### config.mk
export PLATFORM = sky130hd
export DESIGN_NAME = ulmc_top
export DESIGN_NICKNAME = d
export VERILOG_FILES = /design/src/hw/ulmc_pkg.sv /design/src/hw/ulmc_tick_div.sv /design/src/hw/ulmc_parity.sv /design/src/hw/ulmc_top.sv
export SDC_FILE = /design/constraint.sdc
export NUM_CORES = 2
export LEC_CHECK = 0
export BUFFER_PORTS_ARGS = -buffer_cell sky130_fd_sc_hd__buf_4
export CAP_MARGIN = 20
export CORE_UTILIZATION = 60
export DETAILED_ROUTE_END_ITERATION = 16
export MAX_ROUTING_LAYER = met4
export PLACE_DENSITY = 0.78
export SETUP_SLACK_MARGIN = 0.3
export SYNTH_ARGS = -nofsm -noshare
export SYNTH_HDL_FRONTEND = slang
export SYNTH_SLANG_ARGS = --single-unit
### constraint.sdc
create_clock -name clk -period 101.5 [get_ports clk]
set_input_delay 30.45 -clock clk [delete_from_list [all_inputs] [get_ports clk]]
set_output_delay 30.45 -clock clk [all_outputs]
set_load 0.02 [all_outputs]
### src/hw/ulmc_pkg.sv
package ulmc_pkg;
	// Register offsets on the plain register port
	localparam logic [2:0] ULMC_OFS_DATA = 3'h0;
	localparam logic [2:0] ULMC_OFS_IER = 3'h1;
	localparam logic [2:0] ULMC_OFS_EFR = 3'h2;
	localparam logic [2:0] ULMC_OFS_LCR = 3'h3;
	localparam logic [2:0] ULMC_OFS_MCR = 3'h4;
	localparam logic [2:0] ULMC_OFS_LSR = 3'h5;
	// line_format_reg fields
	localparam int ULMC_LCR_LEN = 0;
	localparam int ULMC_LCR_PEN = 3;
	localparam int ULMC_LCR_EVEN = 4;
	localparam int ULMC_LCR_FORCE = 5;
	localparam int ULMC_LCR_BRK = 6;
	localparam int ULMC_LCR_DLAB = 7;
	// modem_output_control fields
	localparam int ULMC_MCR_DTR = 0;
	localparam int ULMC_MCR_RTS = 1;
	localparam int ULMC_MCR_AUX1 = 2;
	localparam int ULMC_MCR_INTEN = 3;
	localparam int ULMC_MCR_LOOP = 4;
	localparam int ULMC_MCR_XANY = 5;
	localparam int ULMC_MCR_IR = 6;
	localparam int ULMC_MCR_PRESC = 7;
	// enhanced_feature_reg and interrupt_enable_reg fields
	localparam int ULMC_EFR_ENH = 4;
	localparam int ULMC_IER_RDA = 0;
	localparam int ULMC_IER_RLS = 2;
	// receive_line_status_reg fields
	localparam int ULMC_LSR_DR = 0;
	localparam int ULMC_LSR_OE = 1;
	localparam int ULMC_LSR_PE = 2;
	localparam int ULMC_LSR_FE = 3;
	// Reset values
	localparam logic [7:0] ULMC_LCR_RST = 8'h00;
	localparam logic [7:0] ULMC_MCR_RST = 8'h00;
	localparam logic [7:0] ULMC_IER_RST = 8'h00;
	localparam logic [7:0] ULMC_EFR_RST = 8'h00;
	localparam logic [7:0] ULMC_DLL_RST = 8'h01;
	localparam logic [7:0] ULMC_DLM_RST = 8'h00;
	// Counts: the first three in baud ticks, then the last-data-bit base and the clock divider counts
	localparam logic [3:0] ULMC_OVS_LAST = 4'hF;
	localparam logic [3:0] ULMC_MID_SAMPLE = 4'h7;
	localparam logic [3:0] ULMC_IR_PULSE = 4'h3;
	localparam logic [2:0] ULMC_LEN_BASE = 3'h4;
	localparam logic [1:0] ULMC_PRESC_DIV = 2'h3;
	localparam logic [1:0] ULMC_NO_DIV = 2'h1;

	typedef enum logic [2:0] {ULMC_TX_IDLE, ULMC_TX_START, ULMC_TX_DATA, ULMC_TX_PAR, ULMC_TX_STOP} ulmc_tx_st_t;
	typedef enum logic [2:0] {ULMC_RX_IDLE, ULMC_RX_START, ULMC_RX_DATA, ULMC_RX_PAR, ULMC_RX_STOP} ulmc_rx_st_t;

	typedef struct packed {
		logic [7:0] data;
		logic pe;
		logic fe;
	} ulmc_rx_entry_t;

	typedef struct packed {
		logic [2:0] addr;
		logic [7:0] wdata;
		logic wr;
		logic rd;
	} ulmc_bus_t;
endpackage

### src/hw/ulmc_tick_div.sv
`timescale 1ns/1ns
module ulmc_tick_div import ulmc_pkg::*; #(
	parameter int W = 16
) (
	input wire logic clk,
	input wire logic rst,
	input wire logic en,
	input wire logic [W-1:0] div,
	output logic pulse
);
	typedef struct packed {
		logic [W-1:0] cnt;
	} ulmc_div_t;

	ulmc_div_t st_ff;
	ulmc_div_t nxt_st;
	logic [W-1:0] last;

	// A divisor of zero behaves as one rather than stalling
	assign last = (div == '0) ? '0 : div - W'(1);
	assign pulse = en && (st_ff.cnt >= last);

	always_comb begin
		nxt_st = st_ff;
		if (en) begin
			nxt_st.cnt = pulse ? '0 : st_ff.cnt + W'(1);
		end
	end

	always_ff @(posedge clk or posedge rst) begin
		if (rst) begin
			st_ff <= '0;
		end else begin
			st_ff <= nxt_st;
		end
	end
endmodule

### src/hw/ulmc_parity.sv
`timescale 1ns/1ns
module ulmc_parity import ulmc_pkg::*; (
	input wire logic [7:0] data,
	input wire logic [1:0] len,
	input wire logic even_sel,
	input wire logic force_sel,
	output logic par
);
	logic [2:0] last;
	logic [7:0] mask;
	logic x;

	assign last = 3'(len) + ULMC_LEN_BASE;

	always_comb begin
		for (int i = 0; i < 8; i++) begin
			mask[i] = (3'(i) <= last);
		end
	end

	assign x = ^(data & mask);
	assign par = force_sel ? ~even_sel : (even_sel ? x : ~x);
endmodule

### src/hw/ulmc_top.sv
// Functional notes
// - Odd/even and forced parity apply only with parity enabled; otherwise none.
// - Parity type 0, no forcing: odd parity sent and checked.
// - Parity type 1, no forcing: even parity sent and checked.
// - Force set, type 0: parity bit fixed at one both ways.
// - Force set, type 1: parity bit fixed at zero both ways.
// - Break bit holds serial output low until software clears it, outside loopback and infrared mode.
// - Divisor-access bit steers data addresses to the baud divisor latches.
// - DTR bit one drives the active-low DTR pin low, zero high.
// - RTS bit one drives RTS pin low; software sets it for auto RTS.
// - No pin for aux output one; in loopback bit 2 gives ring state.
// - Interrupt pin three-stated when enable bit clear; aux two inverted in loopback.
// - Loopback bit selects internal local loopback; clearing restores normal.
// - Resume-any: any character resumes transmit; Xon/Xoff not stored under flow control.
// - Resume-any, infrared and prescaler bits act only with enhanced enable.
// - Infrared enable routes data through encoder/decoder; idle infrared output low.
// - Prescaler bit divides reference clock by four before the baud generator.
// - Line-status interrupt: overrun at once, errors when errored character at head.
// - Data-ready is one while any received character is held.
// - Character completing into a full FIFO sets overrun and is dropped.
// - Parity-error flag belongs to the character at the holding position.
// - Framing-error flag set when head character lacked a valid stop bit.
// - Listed control bits all reset to zero.
// - Parity enabled appends a parity bit and checks every received one.
// - Length field 00..11 gives 5..8 data bits, 5 by default.
//
// Design decisions made here: the address map and the strobed register port.
`timescale 1ns/1ns
module ulmc_top import ulmc_pkg::*; #(
	parameter int RX_DEPTH = 64
) (
	input wire logic clk,
	input wire logic rst,
	input wire logic [2:0] addr,
	input wire logic [7:0] wdata,
	input wire logic wr,
	input wire logic rd,
	output logic [7:0] rdata,
	input wire logic rx_i,
	input wire logic ir_rx_i,
	input wire logic sw_flow_en,
	input wire logic [7:0] xon_char,
	input wire logic [7:0] xoff_char,
	output logic tx_o,
	output logic dtr_n,
	output logic rts_n,
	output logic irq_o,
	output logic irq_oe,
	output logic tx_resume,
	output logic loop_aux_output_one_n,
	output logic loop_aux_output_two_n
);
	localparam int AW = $clog2(RX_DEPTH);

	typedef struct packed {
		logic [7:0] line_format;
		logic [7:0] modem_output_control;
		logic [7:0] interrupt_enable_reg;
		logic [7:0] enhanced_feature_reg;
		logic [7:0] dll;
		logic [7:0] dlm;
		logic [7:0] rdata;
		logic [7:0] thr;
		logic thr_full;
		ulmc_tx_st_t tx_st;
		logic [3:0] tx_tick;
		logic [2:0] tx_bit;
		logic [7:0] tx_sh;
		logic tx_par;
		ulmc_rx_st_t rx_st;
		logic [3:0] rx_tick;
		logic [2:0] rx_bit;
		logic [7:0] rx_sh;
		logic rx_pbit;
		logic [3:0] ir_hold;
		ulmc_rx_entry_t [RX_DEPTH-1:0] fifo;
		logic [AW-1:0] wp;
		logic [AW-1:0] rp;
		logic [AW:0] cnt;
		logic ovr;
		logic tx_pin;
		logic dtr_n;
		logic rts_n;
		logic irq;
		logic irq_oe;
		logic resume;
		logic aux1_n;
		logic aux2_n;
	} ulmc_state_t;

	ulmc_state_t st_ff;
	ulmc_state_t nxt_st;
	ulmc_bus_t bus;
	logic par_en;
	logic dlab;
	logic loop;
	logic enh;
	logic xon_any;
	logic ir_en;
	logic presc;
	logic [2:0] last_bit;
	logic pre_en;
	logic tick;
	logic tx_bit_end;
	logic tx_ser;
	logic line_bit;
	logic ir_pulse;
	logic ir_bit;
	logic rx_in;
	logic rx_sample;
	logic tx_par_calc;
	logic rx_par_exp;
	logic dr;
	logic pop;
	logic full;
	ulmc_rx_entry_t head;
	logic [7:0] receive_line_status;

	assign bus = '{addr: addr, wdata: wdata, wr: wr, rd: rd};
	assign par_en = st_ff.line_format[ULMC_LCR_PEN];
	assign dlab = st_ff.line_format[ULMC_LCR_DLAB];
	assign loop = st_ff.modem_output_control[ULMC_MCR_LOOP];
	assign enh = st_ff.enhanced_feature_reg[ULMC_EFR_ENH];
	assign xon_any = enh & st_ff.modem_output_control[ULMC_MCR_XANY];
	assign ir_en = enh & st_ff.modem_output_control[ULMC_MCR_IR];
	assign presc = enh & st_ff.modem_output_control[ULMC_MCR_PRESC];
	assign last_bit = 3'(st_ff.line_format[1:0]) + ULMC_LEN_BASE;

	////////////////////////////////////////////////////////////////////////////////
	// Baud timing: prescaler then divisor, each a one-cycle enable

	ulmc_tick_div #(.W(3)) u_presc (
		.clk(clk),
		.rst(rst),
		.en(1'b1),
		.div(presc ? 3'(ULMC_PRESC_DIV) + 3'h1 : 3'(ULMC_NO_DIV)),
		.pulse(pre_en)
	);

	ulmc_tick_div #(.W(16)) u_baud (
		.clk(clk),
		.rst(rst),
		.en(pre_en),
		.div({st_ff.dlm, st_ff.dll}),
		.pulse(tick)
	);

	ulmc_parity u_tx_par (
		.data(st_ff.thr),
		.len(st_ff.line_format[1:0]),
		.even_sel(st_ff.line_format[ULMC_LCR_EVEN]),
		.force_sel(st_ff.line_format[ULMC_LCR_FORCE]),
		.par(tx_par_calc)
	);

	ulmc_parity u_rx_par (
		.data(st_ff.rx_sh),
		.len(st_ff.line_format[1:0]),
		.even_sel(st_ff.line_format[ULMC_LCR_EVEN]),
		.force_sel(st_ff.line_format[ULMC_LCR_FORCE]),
		.par(rx_par_exp)
	);

	////////////////////////////////////////////////////////////////////////////////
	// Line path

	assign tx_bit_end = tick && (st_ff.tx_tick == ULMC_OVS_LAST);

	always_comb begin
		unique case (st_ff.tx_st)
			ULMC_TX_START: tx_ser = 1'b0;
			ULMC_TX_DATA: tx_ser = st_ff.tx_sh[0];
			ULMC_TX_PAR: tx_ser = st_ff.tx_par;
			default: tx_ser = 1'b1;
		endcase
	end

	assign line_bit = st_ff.line_format[ULMC_LCR_BRK] ? 1'b0 : tx_ser;
	// Encoder: short high pulse per zero bit, so an idle line stays low
	assign ir_pulse = ~line_bit && (st_ff.tx_tick < ULMC_IR_PULSE);
	// Decoder: a pulse marks a zero for one bit time after it
	assign ir_bit = ~(ir_rx_i | (st_ff.ir_hold != 4'h0));
	assign rx_in = loop ? line_bit : (ir_en ? ir_bit : rx_i);
	assign rx_sample = tick && (st_ff.rx_tick == ULMC_OVS_LAST);

	assign head = st_ff.fifo[st_ff.rp];
	assign dr = (st_ff.cnt != '0);
	assign pop = bus.rd && (bus.addr == ULMC_OFS_DATA) && !dlab && dr;
	assign full = (st_ff.cnt == (AW + 1)'(RX_DEPTH)) && !pop;
	assign receive_line_status = {4'h0, dr && head.fe, dr && head.pe, st_ff.ovr, dr};

	////////////////////////////////////////////////////////////////////////////////
	// Next state

	always_comb begin
		nxt_st = st_ff;
		nxt_st.resume = 1'b0;
		nxt_st.rdata = 8'h00;
		// Register reads, data one cycle later
		if (bus.rd) begin
			unique case (bus.addr)
				ULMC_OFS_DATA: nxt_st.rdata = dlab ? st_ff.dll : (dr ? head.data : 8'h00);
				ULMC_OFS_IER: nxt_st.rdata = dlab ? st_ff.dlm : st_ff.interrupt_enable_reg;
				ULMC_OFS_EFR: nxt_st.rdata = st_ff.enhanced_feature_reg;
				ULMC_OFS_LCR: nxt_st.rdata = st_ff.line_format;
				ULMC_OFS_MCR: nxt_st.rdata = st_ff.modem_output_control;
				ULMC_OFS_LSR: nxt_st.rdata = receive_line_status;
				default: nxt_st.rdata = 8'h00;
			endcase
			if (bus.addr == ULMC_OFS_LSR) begin
				nxt_st.ovr = 1'b0;
			end
		end
		// Register writes; status register has no write path
		if (bus.wr) begin
			unique case (bus.addr)
				ULMC_OFS_DATA: begin
					if (dlab) begin
						nxt_st.dll = bus.wdata;
					end else begin
						nxt_st.thr = bus.wdata;
						nxt_st.thr_full = 1'b1;
					end
				end
				ULMC_OFS_IER: begin
					if (dlab) begin
						nxt_st.dlm = bus.wdata;
					end else begin
						nxt_st.interrupt_enable_reg = bus.wdata;
					end
				end
				ULMC_OFS_EFR: nxt_st.enhanced_feature_reg = bus.wdata;
				ULMC_OFS_LCR: nxt_st.line_format = bus.wdata;
				ULMC_OFS_MCR: nxt_st.modem_output_control = bus.wdata;
				default: ;
			endcase
		end

		// Transmitter; tick counter runs free so bits align to it
		if (tick) begin
			nxt_st.tx_tick = st_ff.tx_tick + 4'h1;
		end
		unique case (st_ff.tx_st)
			ULMC_TX_IDLE, ULMC_TX_STOP: begin
				if (tx_bit_end) begin
					nxt_st.tx_st = ULMC_TX_IDLE;
					if (st_ff.thr_full) begin
						nxt_st.tx_sh = st_ff.thr;
						nxt_st.tx_par = tx_par_calc;
						nxt_st.thr_full = bus.wr && (bus.addr == ULMC_OFS_DATA) && !dlab;
						nxt_st.tx_st = ULMC_TX_START;
					end
				end
			end
			ULMC_TX_START: begin
				if (tx_bit_end) begin
					nxt_st.tx_bit = 3'h0;
					nxt_st.tx_st = ULMC_TX_DATA;
				end
			end
			ULMC_TX_DATA: begin
				if (tx_bit_end) begin
					nxt_st.tx_sh = {1'b0, st_ff.tx_sh[7:1]};
					nxt_st.tx_bit = st_ff.tx_bit + 3'h1;
					if (st_ff.tx_bit == last_bit) begin
						nxt_st.tx_st = par_en ? ULMC_TX_PAR : ULMC_TX_STOP;
					end
				end
			end
			ULMC_TX_PAR: begin
				if (tx_bit_end) begin
					nxt_st.tx_st = ULMC_TX_STOP;
				end
			end
		endcase

		// Infrared receive pulse stretch
		if (ir_rx_i) begin
			nxt_st.ir_hold = ULMC_OVS_LAST;
		end else if (tick && (st_ff.ir_hold != 4'h0)) begin
			nxt_st.ir_hold = st_ff.ir_hold - 4'h1;
		end

		// Receiver
		if (tick) begin
			nxt_st.rx_tick = st_ff.rx_tick + 4'h1;
		end
		unique case (st_ff.rx_st)
			ULMC_RX_IDLE: begin
				nxt_st.rx_tick = 4'h0;
				if (!rx_in) begin
					nxt_st.rx_st = ULMC_RX_START;
				end
			end
			ULMC_RX_START: begin
				if (tick && (st_ff.rx_tick == ULMC_MID_SAMPLE)) begin
					// Retime to mid-bit; a short glitch is dropped
					nxt_st.rx_tick = 4'h0;
					nxt_st.rx_bit = 3'h0;
					nxt_st.rx_sh = 8'h00;
					nxt_st.rx_st = rx_in ? ULMC_RX_IDLE : ULMC_RX_DATA;
				end
			end
			ULMC_RX_DATA: begin
				if (rx_sample) begin
					nxt_st.rx_sh[st_ff.rx_bit] = rx_in;
					nxt_st.rx_bit = st_ff.rx_bit + 3'h1;
					if (st_ff.rx_bit == last_bit) begin
						nxt_st.rx_st = par_en ? ULMC_RX_PAR : ULMC_RX_STOP;
					end
				end
			end
			ULMC_RX_PAR: begin
				if (rx_sample) begin
					nxt_st.rx_pbit = rx_in;
					nxt_st.rx_st = ULMC_RX_STOP;
				end
			end
			ULMC_RX_STOP: begin
				if (rx_sample) begin
					nxt_st.rx_st = ULMC_RX_IDLE;
					nxt_st.resume = xon_any;
					if (!(sw_flow_en && (st_ff.rx_sh == xon_char || st_ff.rx_sh == xoff_char))) begin
						if (full) begin
							nxt_st.ovr = 1'b1;
						end else begin
							nxt_st.fifo[st_ff.wp].data = st_ff.rx_sh;
							nxt_st.fifo[st_ff.wp].pe = par_en && (st_ff.rx_pbit != rx_par_exp);
							nxt_st.fifo[st_ff.wp].fe = !rx_in;
							nxt_st.wp = st_ff.wp + AW'(1);
							nxt_st.cnt = st_ff.cnt + (AW + 1)'(1);
						end
					end
				end
			end
		endcase
		if (pop) begin
			nxt_st.rp = st_ff.rp + AW'(1);
			nxt_st.cnt = nxt_st.cnt - (AW + 1)'(1);
		end

		// Pins, all registered
		nxt_st.tx_pin = loop ? !ir_en : (ir_en ? ir_pulse : line_bit);
		nxt_st.dtr_n = loop ? 1'b1 : !st_ff.modem_output_control[ULMC_MCR_DTR];
		nxt_st.rts_n = loop ? 1'b1 : !st_ff.modem_output_control[ULMC_MCR_RTS];
		nxt_st.aux1_n = loop ? !st_ff.modem_output_control[ULMC_MCR_AUX1] : 1'b1;
		nxt_st.aux2_n = loop ? !st_ff.modem_output_control[ULMC_MCR_INTEN] : 1'b1;
		nxt_st.irq_oe = st_ff.modem_output_control[ULMC_MCR_INTEN];
		// Overrun flags at once; errors only once their character is at the head
		nxt_st.irq = (st_ff.interrupt_enable_reg[ULMC_IER_RLS] && (st_ff.ovr || (dr && (head.pe || head.fe))))
			|| (st_ff.interrupt_enable_reg[ULMC_IER_RDA] && dr);
	end

	always_ff @(posedge clk or posedge rst) begin
		if (rst) begin
			st_ff <= '0;
			st_ff.line_format <= ULMC_LCR_RST;
			st_ff.modem_output_control <= ULMC_MCR_RST;
			st_ff.interrupt_enable_reg <= ULMC_IER_RST;
			st_ff.enhanced_feature_reg <= ULMC_EFR_RST;
			st_ff.dll <= ULMC_DLL_RST;
			st_ff.dlm <= ULMC_DLM_RST;
			st_ff.tx_st <= ULMC_TX_IDLE;
			st_ff.rx_st <= ULMC_RX_IDLE;
			st_ff.tx_pin <= 1'b1;
			st_ff.dtr_n <= 1'b1;
			st_ff.rts_n <= 1'b1;
			st_ff.aux1_n <= 1'b1;
			st_ff.aux2_n <= 1'b1;
		end else begin
			st_ff <= nxt_st;
		end
	end

	assign rdata = st_ff.rdata;
	assign tx_o = st_ff.tx_pin;
	assign dtr_n = st_ff.dtr_n;
	assign rts_n = st_ff.rts_n;
	assign irq_o = st_ff.irq;
	assign irq_oe = st_ff.irq_oe;
	assign tx_resume = st_ff.resume;
	assign loop_aux_output_one_n = st_ff.aux1_n;
	assign loop_aux_output_two_n = st_ff.aux2_n;
endmodule

==> impl_metrics.tcl <==
set metrics [dict create \
    start_kind "input port" \
    yosysSeqAreaShare 0.524 \
    clock_latency_ns 0.63 \
    clockBufferDepth 3 \
    yosys_warnings 0 \
    cts_setup_buffers 0 \
    place_congestion 0.925 \
    synth_top_area_share 0.520 \
    cts_tree "built" \
    synthesis.nets 2868 \
    synth_top_family_by_area "multiplexers" \
    ff2ff_path_depth 17 \
    drive_gt1_frac 0.375 \
    critPathLaunch "addr[2]" \
    portBuffers 49 \
    syn_inst 2801 \
    rows 91 \
    hold_viol 0 \
    timing.rr.end "st_ff[393]" \
    status "complete, no violations" \
    initial_core_util 0.611 \
    antenna_found_initial 3 \
    slew_viol_final 0 \
    drc 0 \
    clk_pin_slew_ns 0.06 \
    grt_pass1_wl_mm 146 \
    vias_per_cell 6.48 \
    synth_seq_cells 794 \
    largest_register_ffs 753 \
    fin_setup_tns_ns 0 \
    cts_resized 0 \
    ctsHoldBuffers 0 \
    wl_mm 92.2 \
    area_growth_pct 9.76 \
    num_vias 23700 \
    max_freq_mhz 29.7 \
    critPathKind "input port to flip-flop" \
    synthAdderAreaFrac 0.0109 \
    fp.dieArea_um2 64200 \
    clock_skew_ns 0.0214 \
    yosys.area_share.simple 0.0658 \
    grt_pass1_vias 25000 \
    firstDrtPassIters 6 \
    coreArea_um2 62100 \
    synth-xor-area-share 0.0208 \
    ios 50 \
    htreeDepth 3 \
    critPathCaptureType "flip-flop" \
    rsz0062_at_grt "no" \
    yosys.cell_count.top_type "dfrtp_1" \
    grt.total_usage 0.308 \
    r2r_start "st_ff[741]" \
    p_total_mw 0.796 \
    synth_compound_area_frac 0.0364 \
    slew_headroom 0.244 \
    finalSetupViolCount 0 \
    synthArstFlopShare 1.00 \
    fin_crit_ns 33.62 \
    root_buffer "clkbuf_16" \
    drt_iter0_markers 1794 \
    synth_commonest_cells "788 x dfrtp_1, 570 x mux2_2, 210 x mux4_2, 177 x nand2_1, 149 x clkbuf_1" \
    synthTopCellsByArea "dfrtp_1 52%, mux2_2 17%, mux4_2 12%" \
    path_max_fanout 13 \
    synth.avg_cell_area_um2 13.5 \
    syn_area_um2 37900 \
    powerDensity_nw_per_um2 19.1 \
    synth_ff_type "dfrtp_1" \
    antenna_left 0 \
    synth_cell_types 71 \
    wl_per_cell_um 25.2 \
    finalInstanceArea_um2 41600 \
    crit_path_end "st_ff[393]" \
    p_leak_nw 19.6 \
    worst_pin_slew_ns 1.13 \
    cts.sinks 794 \
    hpwl_mm 58.6 \
    grt.overflow.total 0 \
    drv_cap 0 \
    hp-class "flip-flop to flip-flop" \
    final_nets 2829 \
    fp.dieH_um 253 \
    period_share 0.331 \
    placedInstanceArea_um2 38900 \
    grt_max_degree 175 \
    largest-register "st_ff" \
    worstPathArrival_ns 34.13 \
    cts_inserted_buffers 82 \
    synth_edf_count 0 \
    synth.area.mux_share 0.309 \
    die-width_um 253 \
    vdd_ir_drop_max_mv 0.0145 \
    synth_top_cell_by_area "dfrtp_1" \
    rrSetupSlack_ns 94.79 \
    cp.required_ns 102.01 \
]
==> routing by layer <==
layer	vias to the layer above	global-route usage	routed length (um)
li1	10100	-	-
met4	0	0.122	3420
met5	-	-	0
met1	12500	0.399	37800
met3	180	0.0588	5850
met2	838	0.483	45100
==> per-stage QoR <==
step	util	std cells	hold slack [ns]	worst slack (ns)
4_1_cts	0.669	3651	0.432	67.51
5_1_grt	0.671	3658	0.461	67.59
2_1_floorplan	-	2801	0.389	48.76
3_3_place_gp	0.627	3509	0.419	66.91
3_5_place_dp	0.627	3511	0.425	66.92
6_report	0.671	3658	0.431	67.88
==> area by class of cell <==
cell class | instances | area [um^2]
multi-input cells | 1706 | 16900
repair buffers | 115 | 933
clock buffers | 122 | 2400
well taps | 837 | 1050
fillers | 4234 | 20400
inverters | 63 | 244
clock inverters | 18 | 208
diodes | 3 | 7.51
flip-flops and latches | 794 | 19900
==> critical path, stage by stage <==
cell and delay [ns]:
buf_4 0.15, or4b_1 0.60, nor2_1 0.16, nand4b_2 0.24, nand3_1 0.65, nor3_2 0.86, buf_6 0.24, nand2_1 0.29
mux2_1 0.46
==> kinds of logic (layout without fill, tap and decap cells) <==
family | Yosys count | in the layout
flops | 794 | 794
simple gates | 519 | 519
buf+inv | 301 | 318
compound gates | 230 | 230
mux | 834 | 834
other cells | 0 | 3
fa+ha+maj | 33 | 33
xor+xnor | 90 | 90
==> cell usage in the layout (no fill, tap or decap), types with 11 or more instances in the layout <==
cell type	n
ha_1	33
a21oi_1	57
and2_1	12
nand4_1	40
nor3_1	36
inv_1	61
mux4_2	210
xor2_1	47
clkbuf_16	84
nor4_1	11
nand3_1	62
mux2_2	570
dfrtp_1	776
nand2_1	177
and3_1	13
nand2b_1	12
o21ai_0	97
buf_4	108
xnor2_1	42
clkinv_2	11
clkbuf_8	16
nor2_1	102
mux2i_1	37
mux2_1	17
clkbuf_1	22
a22oi_1	21
==> worst min path at each step <==
stage | startpoint | to | slack (ns) | depth (start not counted)
detailed placement | nxt_st[3] | irq_oe | 0.43 | 0
global placement | st_ff[761] | loop_aux_output_one_n | 0.42 | 1
global route | nxt_st[3] | irq_oe | 0.46 | 0
finish | nxt_st[3] | irq_oe | 0.43 | 0
CTS | st_ff[761] | loop_aux_output_one_n | 0.43 | 1
floorplan | st_ff[761] | loop_aux_output_one_n | 0.39 | 1
==> power by group <==
group | leakage, nW | switching (mW) | internal, mW
clock | 1.29 | 0.122 | 0.173
combinational | 7.69 | 0.0830 | 0.0633
sequential | 10.6 | 0.0246 | 0.329
No activity file was read; power rests on OpenSTA's default activity.
